$ cat src/ltre_cfg.svh
// register offsets, field positions, opcodes and fault codes of the load/trace/rights unit
`ifndef LTRE_CFG_SVH
`define LTRE_CFG_SVH
// ----------------------------------------------------------------------
// register offsets (byte addresses, one word each)
// ----------------------------------------------------------------------
`define LTRE_OFF_PROC_CTRL 8'h00
`define LTRE_OFF_TRACE_CTRL 8'h04
`define LTRE_OFF_INT_STATUS 8'h08
`define LTRE_OFF_INT_MASK 8'h0C
`define LTRE_OFF_UNIT_STATE 8'h10
// ----------------------------------------------------------------------
// field positions
// ----------------------------------------------------------------------
`define LTRE_BIT_TRACE_EN 0
`define LTRE_BIT_FAULT_PEND 10
`define LTRE_BIT_BP_EVENT 23
`define LTRE_RIGHTS_LSB 1
`define LTRE_RIGHTS_MSB 2
// ----------------------------------------------------------------------
// interrupt status bits
// ----------------------------------------------------------------------
`define LTRE_INT_BP 0
`define LTRE_INT_BAD_DESC 1
`define LTRE_INT_SEG_LEN 2
`define LTRE_INT_LOAD_DONE 3
`define LTRE_INT_INSP_DONE 4
`define LTRE_INT_W 5
// ----------------------------------------------------------------------
// opcodes: register format full 12 bits, memory format in bits 11:4
// ----------------------------------------------------------------------
`define LTRE_OP_FMARK 12'h66C
`define LTRE_OP_INSPACC 12'h613
`define LTRE_OP_LDOB 8'h80
`define LTRE_OP_LDOS 8'h88
`define LTRE_OP_LDIB 8'hC0
`define LTRE_OP_LDIS 8'hC8
`define LTRE_OP_LOAD_WORD_INSTR 8'h90
`define LTRE_OP_LDL 8'h98
`define LTRE_OP_LDT 8'hA0
`define LTRE_OP_LDQ 8'hB0
// ----------------------------------------------------------------------
// fault codes
// ----------------------------------------------------------------------
`define LTRE_FLT_NONE 3'h0
`define LTRE_FLT_BAD_DESC 3'h1
`define LTRE_FLT_SEG_LEN 3'h2
`endif

$ cat src/ltre_pkg.sv
// types of the load/trace/rights unit
package ltre_pkg;
  typedef enum logic [1:0] {
    ST_IDLE = 2'b00,
    ST_WAIT = 2'b01,
    ST_TRACE = 2'b10
  } ltre_state_t;

  typedef enum logic [2:0] {
    K_BYTE_ORD = 3'b000,
    K_BYTE_INT = 3'b001,
    K_HALF_ORD = 3'b010,
    K_HALF_INT = 3'b011,
    K_WORDS = 3'b100,
    K_INSP = 3'b101
  } ltre_kind_t;

  typedef struct packed {
    ltre_state_t st;
    ltre_kind_t kind;
    logic [4:0] dst;
    logic [31:0] addr;
    logic [2:0] cnt;
    logic [2:0] total;
    logic trace_en;
    logic fault_pend;
    logic bp_evt;
    logic [4:0] int_stat;
    logic [4:0] int_mask;
    logic [31:0] rdata;
    logic irq;
    logic busy;
    logic done;
    logic rf_we;
    logic [4:0] rf_waddr;
    logic [31:0] rf_wdata;
    logic mem_req;
    logic mem_pte;
    logic [31:0] mem_addr;
    logic fault_valid;
    logic [2:0] fault_code;
    logic trace_fault;
  } ltre_state_reg_t;
endpackage

$ cat src/ltre_unit.sv
// execution of force-mark, access-rights inspection and the load family
//
// The register addresses and the strobed register port are this design's own decisions.
`timescale 1ns/1ps
`include "ltre_cfg.svh"

// Operation
// - force-mark with trace enabled makes breakpoint event
// - event sets pending bit10 and event bit23
// - trace fault raised before next instruction starts
// - inspect rights of byte into destination register
// - entry bits 2:1 go to destination bits 1:0
// - bad descriptor fault, else segment length fault
// - load from source address, lowest register first
// - byte and halfword loads widen to 32 bits
// - word/long/triple/quad copy 4/8/12/16 bytes
// - overrun past last register gives undefined result
module ltre_unit (
  // clock and reset
  input wire logic clk,
  input wire logic rst,
  // register port
  input wire logic [7:0] reg_addr,
  input wire logic [31:0] reg_wdata,
  input wire logic reg_wr,
  input wire logic reg_rd,
  output logic [31:0] reg_rdata,
  output logic irq,
  // instruction issue
  input wire logic instr_valid,
  input wire logic [11:0] instr_op,
  input wire logic [4:0] instr_dst,
  input wire logic [31:0] instr_src,
  output logic instr_busy,
  output logic instr_done,
  // segment information of the current source address
  input wire logic seg_desc_ok,
  input wire logic [31:0] seg_length,
  // memory subsystem
  output logic mem_req,
  output logic mem_pte,
  output logic [31:0] mem_addr,
  input wire logic mem_ack,
  input wire logic [31:0] mem_rdata,
  // register file write port
  output logic rf_we,
  output logic [4:0] rf_waddr,
  output logic [31:0] rf_wdata,
  // faults
  output logic fault_valid,
  output logic [2:0] fault_code,
  output logic trace_fault
);

  ltre_pkg::ltre_state_reg_t q;
  ltre_pkg::ltre_state_reg_t n;
  logic [`LTRE_INT_W-1:0] ev;
  logic [2:0] cnt_nx;
  logic [31:0] ext_word;

  // ----------------------------------------------------------------------
  // widening of fetched data
  // ----------------------------------------------------------------------
  // memory hands back the bytes starting at the requested address in the low lanes
  always_comb
  begin
    case (q.kind)
      ltre_pkg::K_BYTE_ORD: ext_word = {24'h000000, mem_rdata[7:0]};
      ltre_pkg::K_BYTE_INT: ext_word = {{24{mem_rdata[7]}}, mem_rdata[7:0]};
      ltre_pkg::K_HALF_ORD: ext_word = {16'h0000, mem_rdata[15:0]};
      ltre_pkg::K_HALF_INT: ext_word = {{16{mem_rdata[15]}}, mem_rdata[15:0]};
      default: ext_word = mem_rdata;
    endcase
  end

  // ----------------------------------------------------------------------
  // next state
  // ----------------------------------------------------------------------
  // software writes are applied first so that hardware sets below win over a clear
  always_comb
  begin
    n = q;
    ev = {`LTRE_INT_W{1'b0}};
    cnt_nx = q.cnt + 3'h1;
    n.rf_we = 1'b0;
    n.mem_req = 1'b0;
    n.fault_valid = 1'b0;
    n.fault_code = `LTRE_FLT_NONE;
    n.trace_fault = 1'b0;
    n.done = 1'b0;
    n.rdata = 32'h00000000;

    // register writes
    if (reg_wr)
    begin
      case (reg_addr)
        `LTRE_OFF_PROC_CTRL:
        begin
          n.trace_en = reg_wdata[`LTRE_BIT_TRACE_EN];
          n.fault_pend = reg_wdata[`LTRE_BIT_FAULT_PEND];
        end
        `LTRE_OFF_TRACE_CTRL: n.bp_evt = reg_wdata[`LTRE_BIT_BP_EVENT];
        `LTRE_OFF_INT_MASK: n.int_mask = reg_wdata[`LTRE_INT_W-1:0];
        default: n.int_mask = q.int_mask;
      endcase
    end

    // register reads: data stand in the following cycle only
    if (reg_rd)
    begin
      case (reg_addr)
        `LTRE_OFF_PROC_CTRL:
        begin
          n.rdata[`LTRE_BIT_TRACE_EN] = q.trace_en;
          n.rdata[`LTRE_BIT_FAULT_PEND] = q.fault_pend;
        end
        `LTRE_OFF_TRACE_CTRL: n.rdata[`LTRE_BIT_BP_EVENT] = q.bp_evt;
        `LTRE_OFF_INT_STATUS:
        begin
          n.rdata[`LTRE_INT_W-1:0] = q.int_stat;
          n.int_stat = {`LTRE_INT_W{1'b0}};
        end
        `LTRE_OFF_INT_MASK: n.rdata[`LTRE_INT_W-1:0] = q.int_mask;
        `LTRE_OFF_UNIT_STATE: n.rdata = {24'h000000, q.busy, q.kind, 2'b00, q.st};
        default: n.rdata = 32'h00000000;
      endcase
    end

    // instruction sequencing
    case (q.st)
      ltre_pkg::ST_IDLE:
      begin
        if (instr_valid)
        begin
          n.dst = instr_dst;
          n.addr = instr_src;
          n.cnt = 3'h0;
          n.total = 3'h1;
          if (instr_op == `LTRE_OP_FMARK)
          begin
            if (q.trace_en)
            begin
              n.fault_pend = 1'b1;
              n.bp_evt = 1'b1;
              ev[`LTRE_INT_BP] = 1'b1;
              n.trace_fault = 1'b1;
              n.st = ltre_pkg::ST_TRACE;
            end
            n.done = 1'b1;
          end
          else if (instr_op == `LTRE_OP_INSPACC)
          begin
            n.kind = ltre_pkg::K_INSP;
            if (!seg_desc_ok)
            begin
              n.fault_valid = 1'b1;
              n.fault_code = `LTRE_FLT_BAD_DESC;
              ev[`LTRE_INT_BAD_DESC] = 1'b1;
              n.done = 1'b1;
            end
            else if (instr_src > seg_length)
            begin
              n.fault_valid = 1'b1;
              n.fault_code = `LTRE_FLT_SEG_LEN;
              ev[`LTRE_INT_SEG_LEN] = 1'b1;
              n.done = 1'b1;
            end
            else
            begin
              // the subsystem walks the tables and returns the entry of the byte's page
              n.mem_req = 1'b1;
              n.mem_pte = 1'b1;
              n.mem_addr = instr_src;
              n.st = ltre_pkg::ST_WAIT;
            end
          end
          else if (instr_op[3:0] == 4'h0)
          begin
            n.st = ltre_pkg::ST_WAIT;
            n.mem_req = 1'b1;
            n.mem_pte = 1'b0;
            n.mem_addr = instr_src;
            case (instr_op[11:4])
              `LTRE_OP_LDOB: n.kind = ltre_pkg::K_BYTE_ORD;
              `LTRE_OP_LDIB: n.kind = ltre_pkg::K_BYTE_INT;
              `LTRE_OP_LDOS: n.kind = ltre_pkg::K_HALF_ORD;
              `LTRE_OP_LDIS: n.kind = ltre_pkg::K_HALF_INT;
              `LTRE_OP_LOAD_WORD_INSTR: n.kind = ltre_pkg::K_WORDS;
              `LTRE_OP_LDL:
              begin
                n.kind = ltre_pkg::K_WORDS;
                n.total = 3'h2;
              end
              `LTRE_OP_LDT:
              begin
                n.kind = ltre_pkg::K_WORDS;
                n.total = 3'h3;
              end
              `LTRE_OP_LDQ:
              begin
                n.kind = ltre_pkg::K_WORDS;
                n.total = 3'h4;
              end
              default:
              begin
                // not one of ours: retire without effect
                n.st = ltre_pkg::ST_IDLE;
                n.mem_req = 1'b0;
                n.done = 1'b1;
              end
            endcase
          end
          else
          begin
            n.done = 1'b1;
          end
        end
      end

      ltre_pkg::ST_WAIT:
      begin
        if (mem_ack)
        begin
          n.rf_we = 1'b1;
          if (q.kind == ltre_pkg::K_INSP)
          begin
            n.rf_waddr = q.dst;
            n.rf_wdata = {30'h00000000, mem_rdata[`LTRE_RIGHTS_MSB:`LTRE_RIGHTS_LSB]};
            ev[`LTRE_INT_INSP_DONE] = 1'b1;
            n.done = 1'b1;
            n.st = ltre_pkg::ST_IDLE;
          end
          else
          begin
            // index wraps in five bits; overrunning the register banks is left undefined
            n.rf_waddr = q.dst + {2'b00, q.cnt};
            n.rf_wdata = ext_word;
            n.cnt = cnt_nx;
            if (cnt_nx == q.total)
            begin
              ev[`LTRE_INT_LOAD_DONE] = 1'b1;
              n.done = 1'b1;
              n.st = ltre_pkg::ST_IDLE;
            end
            else
            begin
              n.mem_req = 1'b1;
              n.mem_addr = q.addr + {27'h0000000, cnt_nx, 2'b00};
            end
          end
        end
      end

      ltre_pkg::ST_TRACE:
      begin
        // one blocked cycle keeps the fault ahead of any further issue
        n.st = ltre_pkg::ST_IDLE;
      end

      default: n.st = ltre_pkg::ST_IDLE;
    endcase

    n.int_stat = n.int_stat | ev;
    n.irq = |(n.int_stat & n.int_mask);
    n.busy = (n.st != ltre_pkg::ST_IDLE);
  end

  // ----------------------------------------------------------------------
  // state register
  // ----------------------------------------------------------------------
  always_ff @(posedge clk)
  begin
    if (rst)
    begin
      q <= '0;
    end
    else
    begin
      q <= n;
    end
  end

  // outputs come straight from the state register
  assign reg_rdata = q.rdata;
  assign irq = q.irq;
  assign instr_busy = q.busy;
  assign instr_done = q.done;
  assign mem_req = q.mem_req;
  assign mem_pte = q.mem_pte;
  assign mem_addr = q.mem_addr;
  assign rf_we = q.rf_we;
  assign rf_waddr = q.rf_waddr;
  assign rf_wdata = q.rf_wdata;
  assign fault_valid = q.fault_valid;
  assign fault_code = q.fault_code;
  assign trace_fault = q.trace_fault;

endmodule

$ cat config.mk
export PLATFORM = sky130hd
export DESIGN_NAME = ltre_unit
export DESIGN_NICKNAME = d
export VERILOG_FILES = /design/src/ltre_pkg.sv /design/src/ltre_unit.sv
export VERILOG_INCLUDE_DIRS = /design/src /design/src/src
export SDC_FILE = /design/constraint.sdc
export NUM_CORES = 1
export LEC_CHECK = 0
export BUFFER_PORTS_ARGS = -buffer_cell sky130_fd_sc_hd__buf_2
export CAP_MARGIN = 20
export CORE_MARGIN = 1.5
export CORE_UTILIZATION = 28
export CTS_BUF_LIST = sky130_fd_sc_hd__clkbuf_8
export DETAILED_ROUTE_END_ITERATION = 8
export GPL_TIMING_DRIVEN = 0
export PLACE_DENSITY_LB_ADDON = 0.15
export SETUP_SLACK_MARGIN = 0.4
export SYNTH_ARGS = -nofsm -noshare
export SYNTH_HDL_FRONTEND = slang
export SYNTH_SLANG_ARGS = --single-unit
$ cat constraint.sdc
create_clock -name clk -period 7.3 [get_ports clk]
set_clock_uncertainty 0.05 [all_clocks]
set_input_delay 1.46 -clock clk [delete_from_list [all_inputs] [get_ports clk]]
set_output_delay 1.46 -clock clk [all_outputs]
set_load 0.005 [all_outputs]
Yosys cells after proc, flatten, opt, wreduce, memory -nomap -nowiden --
Cells that the tools add are included.
Storage, ports and cells: register bits 173, latch bits 0, RAM bits 0, memory bits (read-only) 0, memories 0
Cells by class: $add $sub $neg 3, multipliers 0, divide/modulo/power cells 0, $lt $le $gt $ge 1, equal/unequal tests 30, shift-type cells 0, multiplexer cells 76, bitwise operators 12, reduce and logical (&&, ||, !) cells 26
Operator list (number):
- $mux W34 | 4
- $pmux W32 S4 | 1
- $mux W32 | 3
- $eq A8 B8 Y1 const B | 8
- $pmux W32 S2 | 1
- $mux W48 | 1
- $mux W40 | 1
- $mux W39 | 1
- $mux W38 | 1
- $mux W37 | 1
- $add A32 B5 Y32 | 1
- $gt A32 B32 Y1 | 1
- $mux W2 | 16
- $mux W5 | 6
- $eq A12 B11 Y1 const B | 2
- $mux W3 | 8
- $mux W1 | 21
- $eq A8 B4 Y1 const B | 2
- $pmux W3 S5 | 1
- $ne A2 B2 Y1 const B | 7
- $mux W4 | 3
- $pmux W4 S3 | 1
- $reduce_or A3 Y1 | 4
- $not A1 Y1 | 10
- 33 further kinds | 43

Depth between registers and ports, before layout --
depth in word-level cells 10, mapped depth 13, gate-level depth less buffers 12

Worst setup path before layout --
OpenSTA, ideal clock, no wires.
kind input -> register, start in seg_length[14], end reg q (netlist bit mem_addr[2]), arrival time 3.823 ns, setup slack 3.305 ns, stages on the path 11, cells stage by stage inv_1 > ha_1 > a21oi_2 > nand2_1 > a221o_1 > o311a_1 > o31a_4 > o21a_4 > nor2b_4 > buf_6 > o32a_1
On the way: longest elaborated chain between the ends 3
Ends and longest elaborated chain:
- from (decl) | RTL line ltre_unit.sv:38 | input wire logic [31:0] seg_length,
- $gt A32 B32 Y1 | RTL line ltre_unit.sv:161 | else if (instr_src > seg_length)
- $ne A3 B3 Y1 (no source line)
- $reduce_and A9 Y1 (no source line)
- to (signal assigned) | RTL line ltre_unit.sv:279 | q <= n;
- to (decl) | RTL line ltre_unit.sv:55 | ltre_pkg::ltre_state_reg_t q;
Every way passes these cells. A chain may end at the register's enable or synchronous reset.

Final worst setup path --
start in instr_src[30], end reg q (netlist bit mem_addr[28])
On the way: longest elaborated chain between the ends 3
Ends and longest elaborated chain:
- from (decl) | RTL line ltre_unit.sv:33 | input wire logic [31:0] instr_src,
- $gt A32 B32 Y1 | RTL line ltre_unit.sv:161
- $ne A3 B3 Y1 (no source line)
- $reduce_and A9 Y1 (no source line)
Every way passes these cells.

==> impl_metrics.toml <==
[yosys]
yosys_register_bits = 150
synth_most_common_cell = "dfxtp_1"
synth.area.top_cells = "dfxtp_1 36%, buf_4 9.3%, a21oi_1 6.9%"
yosys.area.top_type_share = 0.359
synth_area_per_cell_um2 = 8.08
synth_edf_count = 0
syn_area_um2 = 8360
synthCells = 1035
synth-async-reset-ratio = 0
synthTopCellsByCount = "150 x dfxtp_1, 145 x nand2_1, 116 x a21oi_1"
yosysWarnings = 0
synth_top_flop_cell = "dfxtp_1"
yosysTopAreaCell = "dfxtp_1"
ys_types = 59
ys_seq_area_frac = 0.359

[sta]
hold_violations = 0
tns_ns = 0
min_period_ns = 4.43
hold_ws_ns = 0.406
relSlewSlack = 0.373
grt_setup_unrepaired = "false"
finalCritPeriodShare = 0.607
max_slew.worst_pin.slew_ns = 0.931
setup_violations = 0
fmax_mhz = 226
maxSlewViolCount = 0

[floorplanning]
boundaryPins = 272
core_um2 = 29500
initial_core_util = 0.284
die_x_um = 176
die_h_um = 176
rows = 63
die-area_um2 = 30900

[pwr]
p_sw_frac = 0.295
clockPowerShare = 0.387
seqPwrFrac = 0.496
p_comb_frac = 0.118
ir_drop_mv = 0.102
power.internal_uw = 1210
netSwitchingPower_uw = 506
p_per_area_nw_per_um2 = 164
leakage_uw = 0.00507

[final_layout]
num-fill-cells = 3219
final_nets = 1498
areaGrowthSynthToFinish_pct = 24.8
layout.area.seq_um2 = 3000
multi_input_area_um2 = 4270
layout-drive-gt1-share = 0.291
diodes = 0

[clocking]
cts_resized = 0
cts_tree = "yes"
postCtsHoldBufs = 0
clk_latency_ns = 0.46
cts.reportedPaths.clkPinSlew_ns = 0.10
cts.htree.levels = 4
clock_sinks = 150
cts_buffers = 17
cts_setup_buffers = 0
cts_root_buffer = "clkbuf_8"
cts_buffer_depth = 2

[drt]
vias_per_cell = 4.54
vias = 7711
drtPass1Iterations = 5
routed.top_layer = "met4"
wl_met3_mm = 1.43
drc = 0
wl_met2_mm = 12.1
drt-initial-drc-count = 432
wl_met1_mm = 12.7
wirelength_mm = 26.4
wl_per_cell_um = 15.5
postRouteAntennaNets = 0

[setup_path]
cp.arrival_ns = 4.78
critPathMaxFanout = 10
crit_type = "in2reg"
cp-end-kind = "register"
r2r-start = "q[128]"
worstPathRequired_ns = 7.65
startpoint_type = "input pin"
startpoint = "instr_src[30]"

[grt]
grt_pass1_vias = 7415
grt_usage = 0.171
grt_pass1_wl_mm = 41.0
antenna_found_initial = 0
overflow = 0
grt_max_degree = 17

[job]
drv_cap = 0

[outcome]
outcome = "completed"

[min_path]
hp-class = "reg2reg"
worstHoldStart = "rf_wdata[26]"

[place]
port_buffers = 221
gp_congestion = 0.803
place_hpwl_mm = 20.7
## cells in the final DEF (no fill, tap or decap), types with 32 or more instances in the layout
master,netlist,final
clkbuf_1,39,39
nor2_1,70,70
o21ai_0,32,32
buf_4,104,104
ha_1,39,39
buf_2,4,225
nand2_1,145,145
dfxtp_1,150,150
inv_1,45,45
a21oi_1,116,116
## routing by layer
layer | track usage | vias up
li1 | - | 3974
met1 | 0.232 | 3500
met2 | 0.283 | 223
met3 | 0.0301 | 14
met4 | 0.0321 | 0
met5 | 0 | -
## area by class of cell
type,instances,share of cell area
Buffer,156,0.0962
Clock buffer,17,0.0224
Clock inverter,15,0.0156
Inverter,45,0.0162
Multi-Input combinational cell,706,0.409
Sequential cell,150,0.288
Tap cell,390,0.0468
Timing Repair Buffer,221,0.106
## state kept, by name, indices dropped and copies added, names as in the netlist
register / flops
fault_code: 2
rf_we: 1
rf_waddr: 5
trace_fault: 1
reg_rdata: 10
mem_req: 1
fault_valid: 1
instr_done: 1
q: 61
mem_addr: 32
irq: 1
instr_busy: 1
rf_wdata: 32
mem_pte: 1
## kinds of logic (layout without fill, tap and decap cells)
kind of cell,after synthesis,after routing,share of synthesized area
other cells,1,23,0.000448
flops,150,150,0.359
simple gates,334,334,0.186
compound gates,257,257,0.194
xor+xnor,34,34,0.0356
buf+inv,201,454,0.140
mux,17,17,0.0212
fa+ha+maj,41,41,0.0631
## worst paths after layout
path | cells after the start | to | slack [ns]
max | 11 | mem_addr[28] | 2.87
min | 2 | rf_wdata[26] | 0.41
max reg2reg | 13 | mem_addr[24] | 3.80
min reg2reg | 2 | rf_wdata[26] | 0.41
## worst max-delay path: stages
cell and delay [ns]:
buf_2 0.14, ha_1 0.29, nand4_1 0.18, nor4_1 0.85, and3_1 0.40, a31oi_1 0.14
o31a_4 0.19, nor3_4 0.43, buf_2 0.35, a21o_1 0.21, o22a_1 0.12
## power groups by stage
stage                     logic [uW]  registers, uW  clock network (uW)
after global routing             228            852                 716
after detailed placement         203            868                   0
after floorplan                  113            864                   0
final                            201            849                 662
after global placement           202            868                   0
after CTS                        204            849                 678
## stage by stage
step           instance area, um^2  total power (uW)  setup WS, ns  cells  utilization
6_report                     10400              1710          2.87   1700        0.354
5_1_grt                      10400              1800          2.66   1700        0.354
4_1_cts                      10400              1730          2.88   1700        0.354
3_5_place_dp                 10000              1070          2.41   1668        0.341
3_3_place_gp                 10000              1070          2.49   1668        0.341
2_1_floorplan                 8450               977          3.30   1057            -
No activity file was read; power rests on OpenSTA's default activity.
